### src/logic/tcrc_pkg.sv
// shared constants and types for the transceiver channel reset control block
package tcrc_pkg;

    ////////////////////////////////////////////////////////////////////////////
    // sizes
    localparam int NUM_CHANNELS = 4;
    localparam int ADDR_WIDTH = 8;
    localparam int DATA_WIDTH = 32;

    ////////////////////////////////////////////////////////////////////////////
    // register offsets (byte addresses, one aligned word each)
    localparam logic [7:0] SW_TX_RESET_OFFSET = 8'h00;
    localparam logic [7:0] SW_RX_RESET_OFFSET = 8'h04;
    localparam logic [7:0] SW_ANALOG_RESET_OFFSET = 8'h08;
    localparam logic [7:0] SW_POWERDOWN_OFFSET = 8'h0c;
    localparam logic [7:0] LIVE_STATUS_OFFSET = 8'h10;
    localparam logic [7:0] IRQ_STATUS_OFFSET = 8'h14;
    localparam logic [7:0] IRQ_ENABLE_OFFSET = 8'h18;
    localparam logic [7:0] IRQ_CLEAR_OFFSET = 8'h1c;

    ////////////////////////////////////////////////////////////////////////////
    // reset values
    localparam logic [3:0] SW_RESET_RESET_VALUE = 4'h0;
    localparam logic SW_POWERDOWN_RESET_VALUE = 1'b0;
    localparam logic [16:0] IRQ_RESET_VALUE = 17'h00000;

    ////////////////////////////////////////////////////////////////////////////
    // live status field positions
    localparam int STAT_PLL_LOCKED_POS = 0;
    localparam int STAT_POWERDOWN_POS = 1;
    localparam int STAT_FREQ_LOCKED_POS = 4;
    localparam int STAT_TX_HELD_POS = 8;
    localparam int STAT_RX_HELD_POS = 12;
    localparam int STAT_CDR_HELD_POS = 16;

    ////////////////////////////////////////////////////////////////////////////
    // interrupt field positions (status, enable and clear share them)
    localparam int IRQ_TX_SHORT_POS = 0;
    localparam int IRQ_RX_SHORT_POS = 4;
    localparam int IRQ_ANALOG_SHORT_POS = 8;
    localparam int IRQ_FREQ_LOST_POS = 12;
    localparam int IRQ_PLL_LOST_POS = 16;
    localparam int IRQ_WIDTH = 17;

    ////////////////////////////////////////////////////////////////////////////
    // timing: least reset pulse, in parallel clock cycles
    localparam int MIN_PULSE_CYCLES = 2;
    localparam int PULSE_COUNT_WIDTH = 2;

    ////////////////////////////////////////////////////////////////////////////
    // types
    typedef struct packed {
        logic tx_digital;
        logic rx_digital;
        logic rx_analog;
    } tcrc_chan_reset_type;

    typedef enum logic [2:0] {
        PULSE_IDLE = 3'b001,
        PULSE_COUNT = 3'b010,
        PULSE_HELD = 3'b100
    } tcrc_pulse_state_type;

endpackage

### src/logic/tcrc_pulse_check.sv
// watches one reset input and flags pulses shorter than the least width
`timescale 1ns/1ps
`default_nettype none
module tcrc_pulse_check (
    input wire logic clock_in,
    input wire logic nrst_in,
    input wire logic level_in,
    output logic short_out
);

    tcrc_pkg::tcrc_pulse_state_type state;
    tcrc_pkg::tcrc_pulse_state_type next_state;
    logic [tcrc_pkg::PULSE_COUNT_WIDTH-1:0] count;
    logic [tcrc_pkg::PULSE_COUNT_WIDTH-1:0] next_count;
    localparam logic [tcrc_pkg::PULSE_COUNT_WIDTH-1:0] COUNT_LAST =
        tcrc_pkg::PULSE_COUNT_WIDTH'(tcrc_pkg::MIN_PULSE_CYCLES - 1);

    always_comb begin
        next_count = count + 2'h1;
        next_state = state;
        unique case (state)
            tcrc_pkg::PULSE_IDLE: begin
                if (level_in) begin
                    next_state = tcrc_pkg::PULSE_COUNT;
                end
            end
            tcrc_pkg::PULSE_COUNT: begin
                if (!level_in) begin
                    next_state = tcrc_pkg::PULSE_IDLE;
                end else if (count >= COUNT_LAST) begin
                    next_state = tcrc_pkg::PULSE_HELD;
                end
            end
            tcrc_pkg::PULSE_HELD: begin
                if (!level_in) begin
                    next_state = tcrc_pkg::PULSE_IDLE;
                end
            end
            default: begin
                next_state = tcrc_pkg::PULSE_IDLE;
            end
        endcase
    end

    always_ff @(posedge clock_in) begin
        if (!nrst_in) begin
            state <= tcrc_pkg::PULSE_IDLE;
        end else begin
            state <= next_state;
        end
    end

    always_ff @(posedge clock_in) begin
        if (!nrst_in || state != tcrc_pkg::PULSE_COUNT) begin
            count <= 2'h1;
        end else begin
            count <= next_count;
        end
    end

    // a pulse that drops while still counting is too short
    always_ff @(posedge clock_in) begin
        if (!nrst_in) begin
            short_out <= 1'b0;
        end else begin
            short_out <= (state == tcrc_pkg::PULSE_COUNT) && !level_in;
        end
    end

endmodule
`default_nettype wire

### src/logic/tcrc_lock_track.sv
// turns a lock level into a one-cycle pulse when the lock is lost
`timescale 1ns/1ps
`default_nettype none
module tcrc_lock_track (
    input wire logic clock_in,
    input wire logic nrst_in,
    input wire logic lock_in,
    output logic lost_out
);

    logic lock_prev;

    always_ff @(posedge clock_in) begin
        if (!nrst_in) begin
            lock_prev <= 1'b0;
        end else begin
            lock_prev <= lock_in;
        end
    end

    always_ff @(posedge clock_in) begin
        if (!nrst_in) begin
            lost_out <= 1'b0;
        end else begin
            lost_out <= lock_prev && !lock_in;
        end
    end

endmodule
`default_nettype wire

### src/logic/tcrc_top.sv
// per-channel reset and block power-down control for a transceiver block
//
// How it works
// - each channel has its own transmit, receive and analog reset inputs acting on that channel only.
// - one block power-down input acts on both PLL kinds and on every channel of the block.
// - every reset and the power-down reach their targets through gates, with no clock edge.
// - the transmit digital reset holds the whole transmit coding sublayer in reset.
// - the receive digital reset holds the whole receive coding sublayer and its verifiers in reset.
// - the receive analog reset holds the channel's clock-data-recovery unit in reset.
// - block power-down powers down coding sublayer and medium attachment of all channels.
// - PLL lock status is high while a PLL is locked to the reference clock.
// - receive frequency lock is high in lock-to-data mode and low in lock-to-reference mode.
`timescale 1ns/1ps
`default_nettype none
module tcrc_top (
    input wire logic clock_in,
    input wire logic nrst_in,
    input wire tcrc_pkg::tcrc_chan_reset_type [tcrc_pkg::NUM_CHANNELS-1:0] chan_reset_in,
    input wire logic block_powerdown_in,
    input wire logic pll_lock_detect_in,
    input wire logic [tcrc_pkg::NUM_CHANNELS-1:0] cdr_lock_to_data_in,
    input wire logic [tcrc_pkg::ADDR_WIDTH-1:0] reg_addr_in,
    input wire logic [tcrc_pkg::DATA_WIDTH-1:0] reg_wdata_in,
    input wire logic reg_write_in,
    input wire logic reg_read_in,
    output logic [tcrc_pkg::DATA_WIDTH-1:0] reg_rdata_out,
    output logic [tcrc_pkg::NUM_CHANNELS-1:0] tx_pcs_reset_out,
    output logic [tcrc_pkg::NUM_CHANNELS-1:0] rx_pcs_reset_out,
    output logic [tcrc_pkg::NUM_CHANNELS-1:0] cdr_reset_out,
    output logic [tcrc_pkg::NUM_CHANNELS-1:0] pcs_powerdown_out,
    output logic [tcrc_pkg::NUM_CHANNELS-1:0] pma_powerdown_out,
    output logic mpll_powerdown_out,
    output logic gpll_powerdown_out,
    output logic pll_locked_out,
    output logic [tcrc_pkg::NUM_CHANNELS-1:0] rx_freq_locked_out,
    output logic irq_out
);

    localparam int NCH = tcrc_pkg::NUM_CHANNELS;

    ////////////////////////////////////////////////////////////////////////////
    // software-held state

    logic [NCH-1:0] sw_tx_reset;
    logic [NCH-1:0] sw_rx_reset;
    logic [NCH-1:0] sw_analog_reset;
    logic sw_powerdown;
    logic [tcrc_pkg::IRQ_WIDTH-1:0] irq_status;
    logic [tcrc_pkg::IRQ_WIDTH-1:0] irq_enable;
    logic [tcrc_pkg::IRQ_WIDTH-1:0] irq_events;
    logic [tcrc_pkg::IRQ_WIDTH-1:0] irq_clear;
    logic [tcrc_pkg::DATA_WIDTH-1:0] live_status;
    logic [tcrc_pkg::DATA_WIDTH-1:0] next_rdata;

    // per-channel event pulses, plus the single PLL-loss pulse
    logic [NCH-1:0] tx_short;
    logic [NCH-1:0] rx_short;
    logic [NCH-1:0] analog_short;
    logic [NCH-1:0] freq_lost;
    logic pll_lost;

    // merged controls
    logic powerdown;
    logic [NCH-1:0] tx_reset_raw;
    logic [NCH-1:0] rx_reset_raw;
    logic [NCH-1:0] analog_reset_raw;

    logic write_hit_tx;
    logic write_hit_rx;
    logic write_hit_analog;
    logic write_hit_powerdown;
    logic write_hit_enable;
    logic write_hit_clear;

    ////////////////////////////////////////////////////////////////////////////
    // reset and power-down paths
    // these are pure gates: the inputs are asynchronous, so waiting for a
    // clock edge would stretch or delay a reset the fabric already timed

    // the power-down pin and the software bit act alike; neither depends
    // on the channel resets
    assign powerdown = block_powerdown_in | sw_powerdown;

    assign mpll_powerdown_out = powerdown;
    assign gpll_powerdown_out = powerdown;

    genvar ch;
    generate
        for (ch = 0; ch < NCH; ch++) begin : g_chan
            assign tx_reset_raw[ch] = chan_reset_in[ch].tx_digital;
            assign rx_reset_raw[ch] = chan_reset_in[ch].rx_digital;
            assign analog_reset_raw[ch] = chan_reset_in[ch].rx_analog;

            // each channel sees only its own inputs
            // held exactly while an input is high, released with it
            assign tx_pcs_reset_out[ch] = tx_reset_raw[ch] | sw_tx_reset[ch];
            assign rx_pcs_reset_out[ch] = rx_reset_raw[ch] | sw_rx_reset[ch];
            assign cdr_reset_out[ch] = analog_reset_raw[ch] | sw_analog_reset[ch];

            assign pcs_powerdown_out[ch] = powerdown;
            assign pma_powerdown_out[ch] = powerdown;

            // a recovery unit in reset or powered down falls back to the
            // reference, so it cannot claim lock-to-data then
            assign rx_freq_locked_out[ch] = cdr_lock_to_data_in[ch]
                & ~cdr_reset_out[ch] & ~powerdown;

            // pulse-width watch on the fabric's inputs only; software bits
            // are held for whole register writes and need no check
            tcrc_pulse_check u_tx_width (
                .clock_in(clock_in),
                .nrst_in(nrst_in),
                .level_in(tx_reset_raw[ch]),
                .short_out(tx_short[ch])
            );

            tcrc_pulse_check u_rx_width (
                .clock_in(clock_in),
                .nrst_in(nrst_in),
                .level_in(rx_reset_raw[ch]),
                .short_out(rx_short[ch])
            );

            tcrc_pulse_check u_analog_width (
                .clock_in(clock_in),
                .nrst_in(nrst_in),
                .level_in(analog_reset_raw[ch]),
                .short_out(analog_short[ch])
            );

            tcrc_lock_track u_freq_lock (
                .clock_in(clock_in),
                .nrst_in(nrst_in),
                .lock_in(rx_freq_locked_out[ch]),
                .lost_out(freq_lost[ch])
            );
        end
    endgenerate

    // a powered-down PLL is not locked whatever the detector says
    assign pll_locked_out = pll_lock_detect_in & ~powerdown;

    tcrc_lock_track u_pll_lock (
        .clock_in(clock_in),
        .nrst_in(nrst_in),
        .lock_in(pll_locked_out),
        .lost_out(pll_lost)
    );

    ////////////////////////////////////////////////////////////////////////////
    // register write decode

    assign write_hit_tx = reg_write_in && reg_addr_in == tcrc_pkg::SW_TX_RESET_OFFSET;
    assign write_hit_rx = reg_write_in && reg_addr_in == tcrc_pkg::SW_RX_RESET_OFFSET;
    assign write_hit_analog = reg_write_in
        && reg_addr_in == tcrc_pkg::SW_ANALOG_RESET_OFFSET;
    assign write_hit_powerdown = reg_write_in
        && reg_addr_in == tcrc_pkg::SW_POWERDOWN_OFFSET;
    assign write_hit_enable = reg_write_in && reg_addr_in == tcrc_pkg::IRQ_ENABLE_OFFSET;
    assign write_hit_clear = reg_write_in && reg_addr_in == tcrc_pkg::IRQ_CLEAR_OFFSET;

    always_ff @(posedge clock_in) begin
        if (!nrst_in) begin
            sw_tx_reset <= tcrc_pkg::SW_RESET_RESET_VALUE;
        end else if (write_hit_tx) begin
            sw_tx_reset <= reg_wdata_in[NCH-1:0];
        end
    end

    always_ff @(posedge clock_in) begin
        if (!nrst_in) begin
            sw_rx_reset <= tcrc_pkg::SW_RESET_RESET_VALUE;
        end else if (write_hit_rx) begin
            sw_rx_reset <= reg_wdata_in[NCH-1:0];
        end
    end

    always_ff @(posedge clock_in) begin
        if (!nrst_in) begin
            sw_analog_reset <= tcrc_pkg::SW_RESET_RESET_VALUE;
        end else if (write_hit_analog) begin
            sw_analog_reset <= reg_wdata_in[NCH-1:0];
        end
    end

    always_ff @(posedge clock_in) begin
        if (!nrst_in) begin
            sw_powerdown <= tcrc_pkg::SW_POWERDOWN_RESET_VALUE;
        end else if (write_hit_powerdown) begin
            sw_powerdown <= reg_wdata_in[0];
        end
    end

    ////////////////////////////////////////////////////////////////////////////
    // interrupts

    always_comb begin
        irq_events = '0;
        irq_events[tcrc_pkg::IRQ_TX_SHORT_POS +: NCH] = tx_short;
        irq_events[tcrc_pkg::IRQ_RX_SHORT_POS +: NCH] = rx_short;
        irq_events[tcrc_pkg::IRQ_ANALOG_SHORT_POS +: NCH] = analog_short;
        irq_events[tcrc_pkg::IRQ_FREQ_LOST_POS +: NCH] = freq_lost;
        irq_events[tcrc_pkg::IRQ_PLL_LOST_POS] = pll_lost;
    end

    assign irq_clear = write_hit_clear ? reg_wdata_in[tcrc_pkg::IRQ_WIDTH-1:0] : '0;

    // an event in the clearing cycle survives: set wins over clear
    always_ff @(posedge clock_in) begin
        if (!nrst_in) begin
            irq_status <= tcrc_pkg::IRQ_RESET_VALUE;
        end else begin
            irq_status <= (irq_status & ~irq_clear) | irq_events;
        end
    end

    always_ff @(posedge clock_in) begin
        if (!nrst_in) begin
            irq_enable <= tcrc_pkg::IRQ_RESET_VALUE;
        end else if (write_hit_enable) begin
            irq_enable <= reg_wdata_in[tcrc_pkg::IRQ_WIDTH-1:0];
        end
    end

    always_ff @(posedge clock_in) begin
        if (!nrst_in) begin
            irq_out <= 1'b0;
        end else begin
            irq_out <= |((irq_status & ~irq_clear | irq_events) & irq_enable);
        end
    end

    ////////////////////////////////////////////////////////////////////////////
    // register read

    always_comb begin
        live_status = '0;
        live_status[tcrc_pkg::STAT_PLL_LOCKED_POS] = pll_locked_out;
        live_status[tcrc_pkg::STAT_POWERDOWN_POS] = powerdown;
        live_status[tcrc_pkg::STAT_FREQ_LOCKED_POS +: NCH] = rx_freq_locked_out;
        live_status[tcrc_pkg::STAT_TX_HELD_POS +: NCH] = tx_pcs_reset_out;
        live_status[tcrc_pkg::STAT_RX_HELD_POS +: NCH] = rx_pcs_reset_out;
        live_status[tcrc_pkg::STAT_CDR_HELD_POS +: NCH] = cdr_reset_out;
    end

    // unmapped and write-only addresses read as zero
    always_comb begin
        next_rdata = '0;
        unique case (reg_addr_in)
            tcrc_pkg::SW_TX_RESET_OFFSET: begin
                next_rdata[NCH-1:0] = sw_tx_reset;
            end
            tcrc_pkg::SW_RX_RESET_OFFSET: begin
                next_rdata[NCH-1:0] = sw_rx_reset;
            end
            tcrc_pkg::SW_ANALOG_RESET_OFFSET: begin
                next_rdata[NCH-1:0] = sw_analog_reset;
            end
            tcrc_pkg::SW_POWERDOWN_OFFSET: begin
                next_rdata[0] = sw_powerdown;
            end
            tcrc_pkg::LIVE_STATUS_OFFSET: begin
                next_rdata = live_status;
            end
            tcrc_pkg::IRQ_STATUS_OFFSET: begin
                next_rdata[tcrc_pkg::IRQ_WIDTH-1:0] = irq_status;
            end
            tcrc_pkg::IRQ_ENABLE_OFFSET: begin
                next_rdata[tcrc_pkg::IRQ_WIDTH-1:0] = irq_enable;
            end
            default: begin
                next_rdata = '0;
            end
        endcase
    end

    // data stand only in the cycle after the read strobe
    always_ff @(posedge clock_in) begin
        if (!nrst_in || !reg_read_in) begin
            reg_rdata_out <= '0;
        end else begin
            reg_rdata_out <= next_rdata;
        end
    end

endmodule
`default_nettype wire

### config.mk
export PLATFORM = sky130hd
export DESIGN_NAME = tcrc_top
export DESIGN_NICKNAME = d
export VERILOG_FILES = /design/src/logic/tcrc_pkg.sv /design/src/logic/tcrc_pulse_check.sv /design/src/logic/tcrc_lock_track.sv /design/src/logic/tcrc_top.sv
export SDC_FILE = /design/constraint.sdc
export NUM_CORES = 1
export LEC_CHECK = 0
export CAP_MARGIN = 25
export CORE_ASPECT_RATIO = 1.4
export CORE_UTILIZATION = 55
export CTS_BUF_LIST = sky130_fd_sc_hd__clkbuf_4 sky130_fd_sc_hd__clkbuf_8 sky130_fd_sc_hd__clkbuf_16
export CTS_CLUSTER_DIAMETER = 80
export DETAILED_ROUTE_END_ITERATION = 16
export DONT_BUFFER_PORTS = 1
export PLACE_DENSITY = 0.7
export SKIP_LAST_GASP = 1
export SYNTH_ARGS = -nofsm -noshare
export SYNTH_HDL_FRONTEND = slang
export SYNTH_SLANG_ARGS = --single-unit
### constraint.sdc
create_clock -name clock_in -period 1.4 [get_ports clock_in]
set_input_delay 0.07 -clock clock_in [delete_from_list [all_inputs] [get_ports clock_in]]
set_output_delay 0.07 -clock clock_in [all_outputs]
set_load 0.01 [all_outputs]
==> Word-level counts from Yosys, hierarchy flattened <==
Cells that the tools add are included.
{ "totals": {"regBits": 162, "in_bits": 62, "out_inout_bits": 60, "wordCells": 336} }
{ "classes": {"n_addsub": 12, "magnitude_cmp": 12, "n_eq_ne": 91, "mux": 64, "bitwise_logic": 32, "n_reduce_logical": 70} }
{ "op_table": {"columns": ["op", "count"], "rows": [
  ["$mux W3", 48],
  ["$pmux W3 S3", 12],
  ["$ne A3 B2 Y1 const B", 24],
  ["$ne A2 B2 Y1 const B", 24],
  ["$pmux W13 S3", 1],
  ["$eq A3 B1 Y1 const B", 12],
  ["$eq A3 B2 Y1 const B", 12],
  ["$eq A3 B3 Y1 const B", 12],
  ["$reduce_and A3 Y1", 12],
  ["$and A17 B17 Y17", 2],
  ["$eq A8 B5 Y1 const B", 4],
  ["$add A2 B1 Y2 const B", 12],
  ["$ge A2 B1 Y1 const B", 12],
  ["$logic_and A1 B1 Y1", 23],
  ["$logic_not A1 Y1", 19],
  ["$pmux W3 S6", 1],
  ["$mux W17", 1],
  ["$not A17 Y17", 1],
  ["$or A17 B17 Y17", 1],
  ["$reduce_or A17 Y1", 1],
  ["$eq A8 B4 Y1 const B", 2],
  ["$logic_or A1 B1 Y1", 13],
  ["$or A1 B1 Y1", 13],
  ["$and A1 B1 Y1", 9],
  ["other kinds (5)", 10]
]} }

==> Logic depth before layout (Yosys ltp) <==
{ "depth": {"depth_word": 8, "mapped_depth": 7, "ltp_nobuf": 6} }

==> By module <==
Synthesis repeated with hierarchy kept, for this count alone.
{ "unflattened": {"cells_unflattened": 734, "hier_area_um2": 6633.9} }
{ "modules_own_cells": {"columns": ["module", "instances", "cells_each", "area_per_inst_um2", "seq_area_each_um2"], "rows": [
  ["tcrc_top", 1, 438, 3424.5, 1361.3],
  ["tcrc_pulse_check", 12, 23, 244.0, 120.1],
  ["tcrc_lock_track", 5, 4, 56.3, 40.0]
]} }

==> Worst setup path before layout <==
Ideal clock, no wire load.
{ "synth_timing": {"path_type": "reg2reg", "from": "reg sw_powerdown", "to": "reg reg_rdata_out[0] (netlist bit)", "setup_ns": 0.060, "arrival_ns": 1.329, "t_required_ns": 1.340, "slack_ns": 0.012, "stages_incl_launch_ff": 7, "n_path_buf": 0, "period_less_slack_ns": 1.388, "path_cell_list": "dfxtp_1 > nor3b_1 > mux2i_1 > o22ai_1 > a221oi_1 > a21oi_1 > a41o_1"} }
{ "synth_between": {"elab_chain_cells": 4} }
{ "synth_rtl": {"columns": ["element", "line_no", "source"], "rows": [
  ["from (decl)", "tcrc_top.sv:47", "logic sw_powerdown;"],
  ["from (signal assigned)", "tcrc_top.sv:188", "sw_powerdown <= tcrc_pkg::SW_POWERDOWN_RESET_VALUE;"],
  ["from (signal assigned)", "tcrc_top.sv:190", "sw_powerdown <= reg_wdata_in[0];"],
  ["$or A1 B1 Y1", "tcrc_top.sv:82", "assign powerdown = block_powerdown_in | sw_powerdown;"],
  ["$not A1 Y1", "tcrc_top.sv:141", "assign pll_locked_out = pll_lock_detect_in & ~powerdown;"],
  ["$and A1 B1 Y1", "tcrc_top.sv:141", null],
  ["via pll_locked_out", "tcrc_top.sv:34", "output logic pll_locked_out,"],
  ["$pmux W1 S7", "tcrc_top.sv:249", "unique case (reg_addr_in)"],
  ["to (signal assigned)", "tcrc_top.sv:282", "reg_rdata_out <= next_rdata;"],
  ["to (decl)", "tcrc_top.sv:26", "output logic [tcrc_pkg::DATA_WIDTH-1:0] reg_rdata_out,"]
]} }
The timed path passes the listed nets, and every way through them passes these cells.
A chain may end at the register's enable or synchronous reset.

==> Worst setup path in the final report <==
{ "layout_timing": {"from": "reg irq_status[7] (netlist bit)", "to": "reg irq_out"} }
{ "layout_between": {"elab_chain_cells": 4} }
{ "layout_rtl": {"columns": ["element", "line_no", "source"], "rows": [
  ["from (decl)", "tcrc_top.sv:48", "logic [tcrc_pkg::IRQ_WIDTH-1:0] irq_status;"],
  ["from (signal assigned)", "tcrc_top.sv:211", "irq_status <= tcrc_pkg::IRQ_RESET_VALUE;"],
  ["from (signal assigned)", "tcrc_top.sv:213", "irq_status <= (irq_status & ~irq_clear) | irq_events;"],
  ["$and A17 B17 Y17", "tcrc_top.sv:229", "irq_out <= |((irq_status & ~irq_clear | irq_events) & irq_enable);"],
  ["$or A17 B17 Y17", "tcrc_top.sv:229", null],
  ["$and A17 B17 Y17", "tcrc_top.sv:229", null],
  ["$reduce_or A17 Y1", "tcrc_top.sv:229", null],
  ["to (signal assigned)", "tcrc_top.sv:229", null],
  ["to (decl)", "tcrc_top.sv:36", "output logic irq_out"]
]} }
Every way passes these cells.

==> run summary <==
count of different cell masters after synthesis: 46
average via count per standard cell: 5.843
buffer levels on the longest clock path: 2
number of synthesized register bits: 150
Worst setup SP type: flop
Core Util, Final: 0.7066
unrepaired setup endpoints after global routing: true
most instantiated flip-flop cell in the synthesis netlist: dfxtp_1
Worst Setup SP: irq_status[7]
# IOs: 122
fill cell total of the finished layout: 853
mean post-synth cell area: 8.608 um2
Pwr Density: 1226 nW/um2
Area growth, synth to finish: 23.41%
fmax: 695.6 MHz
TritonCTS clock tree: yes
Seq/Total Area, Yosys: 0.4752
vias in the first global route: 5575
placed cell count: 876
final standard cell count with taps included and fillers excluded: 961
worst-case reg-to-reg path depth: 6
Die Span X: 92.59 um
starting density of the core: 0.5726
drt first pass iters: 7
async set-or-reset flop fraction in the synthesized netlist: 0
global route overflow: 0
GRT Util Overall: 0.3015
worst r2r src: irq_status[7]
H-tree depth: 4
most common library cells after synthesis: dfxtp_1, nand2_1, a21oi_1
CTS sink count: 150
first-pass GRT wire length: 27.29 mm
number of clock buffers inserted by TritonCTS: 17
number of nets in the layout: 882
number of antenna violations at the first check in global routing: 1
count of warnings emitted by yosys: 0
highest ir drop seen on vdd: 0.8921 mV
core area: 11040 um2
count of maximum capacitance violations: 0
number of design rule violations left after detail routing: 0
cell types with the largest area share after synthesis: dfxtp_1, nand2_1, a21oi_1
shortest clock period the worst path allows after layout: 1438 ps
HPWL reported at the end of detailed placement: 11.25 mm
clock skew: 8.191 ps
remaining antenna violation count: 0
worst min path class: in2reg
period utilisation layout: 1.027
routed len/inst: 18.24 um
reg-to-reg endpoint: irq_out
total number of vias: 5615
post-synthesis instance area: 6319 um2
library cell with the highest instance count after synthesis: dfxtp_1
status: finished with violations
sum of negative setup slack: -109.6 ps
cell leakage power: 2.980 nW
insertion delay to the later sink of the worst-skew pair: 420 ps
count of standard-cell rows: 45
critical path class: reg2reg
worst slew pin tran: 966.7 ps
critical path data arrival time: 1720 ps
share of cells above drive strength 1: 0.1563
max-slew headroom at the worst pin: 0.3555
worst hold slack: 10.61 ps
iteration-0 DRC count of the detailed router: 551
Chip Height: 128.8 um
buffer cell driving the clock tree root: clkbuf_16
port bufs: 0
post-synth top area share: 0.4752
number of endpoints with negative hold slack in the final report: 0
Worst Setup EP: irq_out
final setup violation count: 7
CTS clk-pin slew, worst paths: 60 ps
smallest setup slack after layout: -37.52 ps
pin count of the biggest net entering global routing: 37
highest net fanout along the worst path: 4
critical path data required time: 1690 ps
cells after synthesis: 734
Register-to-Register Setup Slack: -40 ps
floorplan die area: 11930 um2
largest area contributor in the netlist: dfxtp_1
routed wire length: 17.53 mm
Max Transition Viols Final: 0
violated checks: setup timing
RePlAce Congestion: 0.8936
capturing element type of the critical path: flop
Post-synth EDFFs: 0
post-placement worst setup slack: -220.6 ps
[kinds of logic after synthesis]
group | synth area share
multiplexers | 0.03822
buffers and inverters | 0.06990
adder cells (fa/ha/maj) | 0.02376
AND/OR/NAND/NOR | 0.2418
XOR/XNOR | 0.01663
flip-flops | 0.4752
other | 0.0005935
AO/OA/AOI/OAI | 0.1339
[routing by layer]
layer  routed length, um  track usage  vias to the layer above  part of all wire
met2                8724       0.5329                      238              0.50
met5                   0            0                        -                 0
li1                    -            -                     2658                 -
met1                6736       0.3278                     2655              0.38
met3                1081      0.05910                       64             0.062
met4                 985       0.1912                        0             0.056
[timing repair]
action / CTS / global route
setup endpoints to repair: 7 / 43
resized for setup: 20 / 24
setup buffers: 3 / 0
pin swaps: 4 / 2
hold endpoints to repair: 121 / 2
hold buffers: 49 / 3
cloned: 0 / 0
[cells in the final DEF, fill, tap and decap left out, types with 4 or more instances in the layout]
| cell type | n |
|---|---|
| nor4_1 | 4 |
| nand3_1 | 32 |
| xor2_1 | 12 |
| clkbuf_16 | 17 |
| or2_2 | 8 |
| dfxtp_1 | 143 |
| a22oi_1 | 8 |
| dfxtp_2 | 7 |
| nor2b_1 | 24 |
| a222oi_1 | 8 |
| o2111ai_1 | 12 |
| clkbuf_4 | 4 |
| a31oi_1 | 6 |
| mux2_2 | 9 |
| and2_1 | 16 |
| buf_4 | 41 |
| ha_1 | 12 |
| nor4b_1 | 8 |
| o21ai_1 | 9 |
| nor2_2 | 7 |
| inv_1 | 32 |
| nor2_1 | 45 |
| mux2i_1 | 14 |
| conb_1 | 12 |
| a21oi_1 | 52 |
| o21ai_0 | 31 |
| nand4_1 | 7 |
| nand2_1 | 111 |
| dlygate4sd3_1 | 47 |
| nor3_1 | 30 |
[power by group]
group / total (W) / switching, W / internal [W]
clock: 0.00453 / 0.00168 / 0.00285
sequential: 0.00444 / 0.0000910 / 0.00435
combinational: 0.000589 / 0.000317 / 0.000273
total: 0.00956 / 0.00209 / 0.00747
[worst max-delay path, cell delays in order, from the launching register on]
cell and delay, ps:
dfxtp_1 330, nor2b_1 140, o21ai_1 170, buf_4 140
nand4_1 110, nor4_1 270, a41oi_1 140
[flip-flops by register name (all words and copies together) (netlist names)]
signal and cells:
g_chan.u_rx_width.state 12, u_pll_lock.lock_prev 1, g_chan.u_rx_width.count 8, sw_tx_reset 4, g_chan.u_tx_width.count 8, g_chan.u_analog_width.state 12
g_chan.u_rx_width.short_out 4, g_chan.u_analog_width.short_out 4, g_chan.u_tx_width.short_out 4, u_pll_lock.lost_out 1, g_chan.u_tx_width.state 12, irq_enable 17
sw_powerdown 1, sw_rx_reset 4, g_chan.u_freq_lock.lock_prev 4, g_chan.u_analog_width.count 8, reg_rdata_out 20, irq_out 1
g_chan.u_freq_lock.lost_out 4, sw_analog_reset 4, irq_status 17
[metrics by stage]
stage	power [W]	instance area, um2
after global placement	0.004859	6550
after detailed placement	0.004883	6550
final	0.009557	7797
after floorplan	0.004859	6360
after CTS	0.009572	7719
after global routing	0.009857	7797
[layout make-up]
type,instances,area [um2],share of cell area
clock inverters,9,130.1,0.01669
repair buffers,96,897.1,0.1151
multi-input cells,509,2997,0.3843
diodes,1,2.502,0.0003209
inverters,34,127.6,0.01637
well taps,141,176.4,0.02263
flip-flops and latches,150,3012,0.3862
clock buffers,21,455.4,0.05841
[how the worst min path moves through the flow]
stage	from	cells past startpoint	end	slack, ps
floorplan	chan_reset_in[2]	1	g_chan[0].u_tx_width.short_out	140
global placement	chan_reset_in[4]	1	g_chan[1].u_rx_width.short_out	140
detailed placement	chan_reset_in[5]	1	g_chan[1].u_tx_width.short_out	140
CTS	reg_addr_in[2]	4	sw_tx_reset[1]	3
global route	reg_addr_in[2]	4	sw_tx_reset[1]	10
finish	cdr_lock_to_data_in[3]	3	g_chan[3].u_freq_lock.lost_out	10
Note: power is estimated with default switching activity, not from simulation.
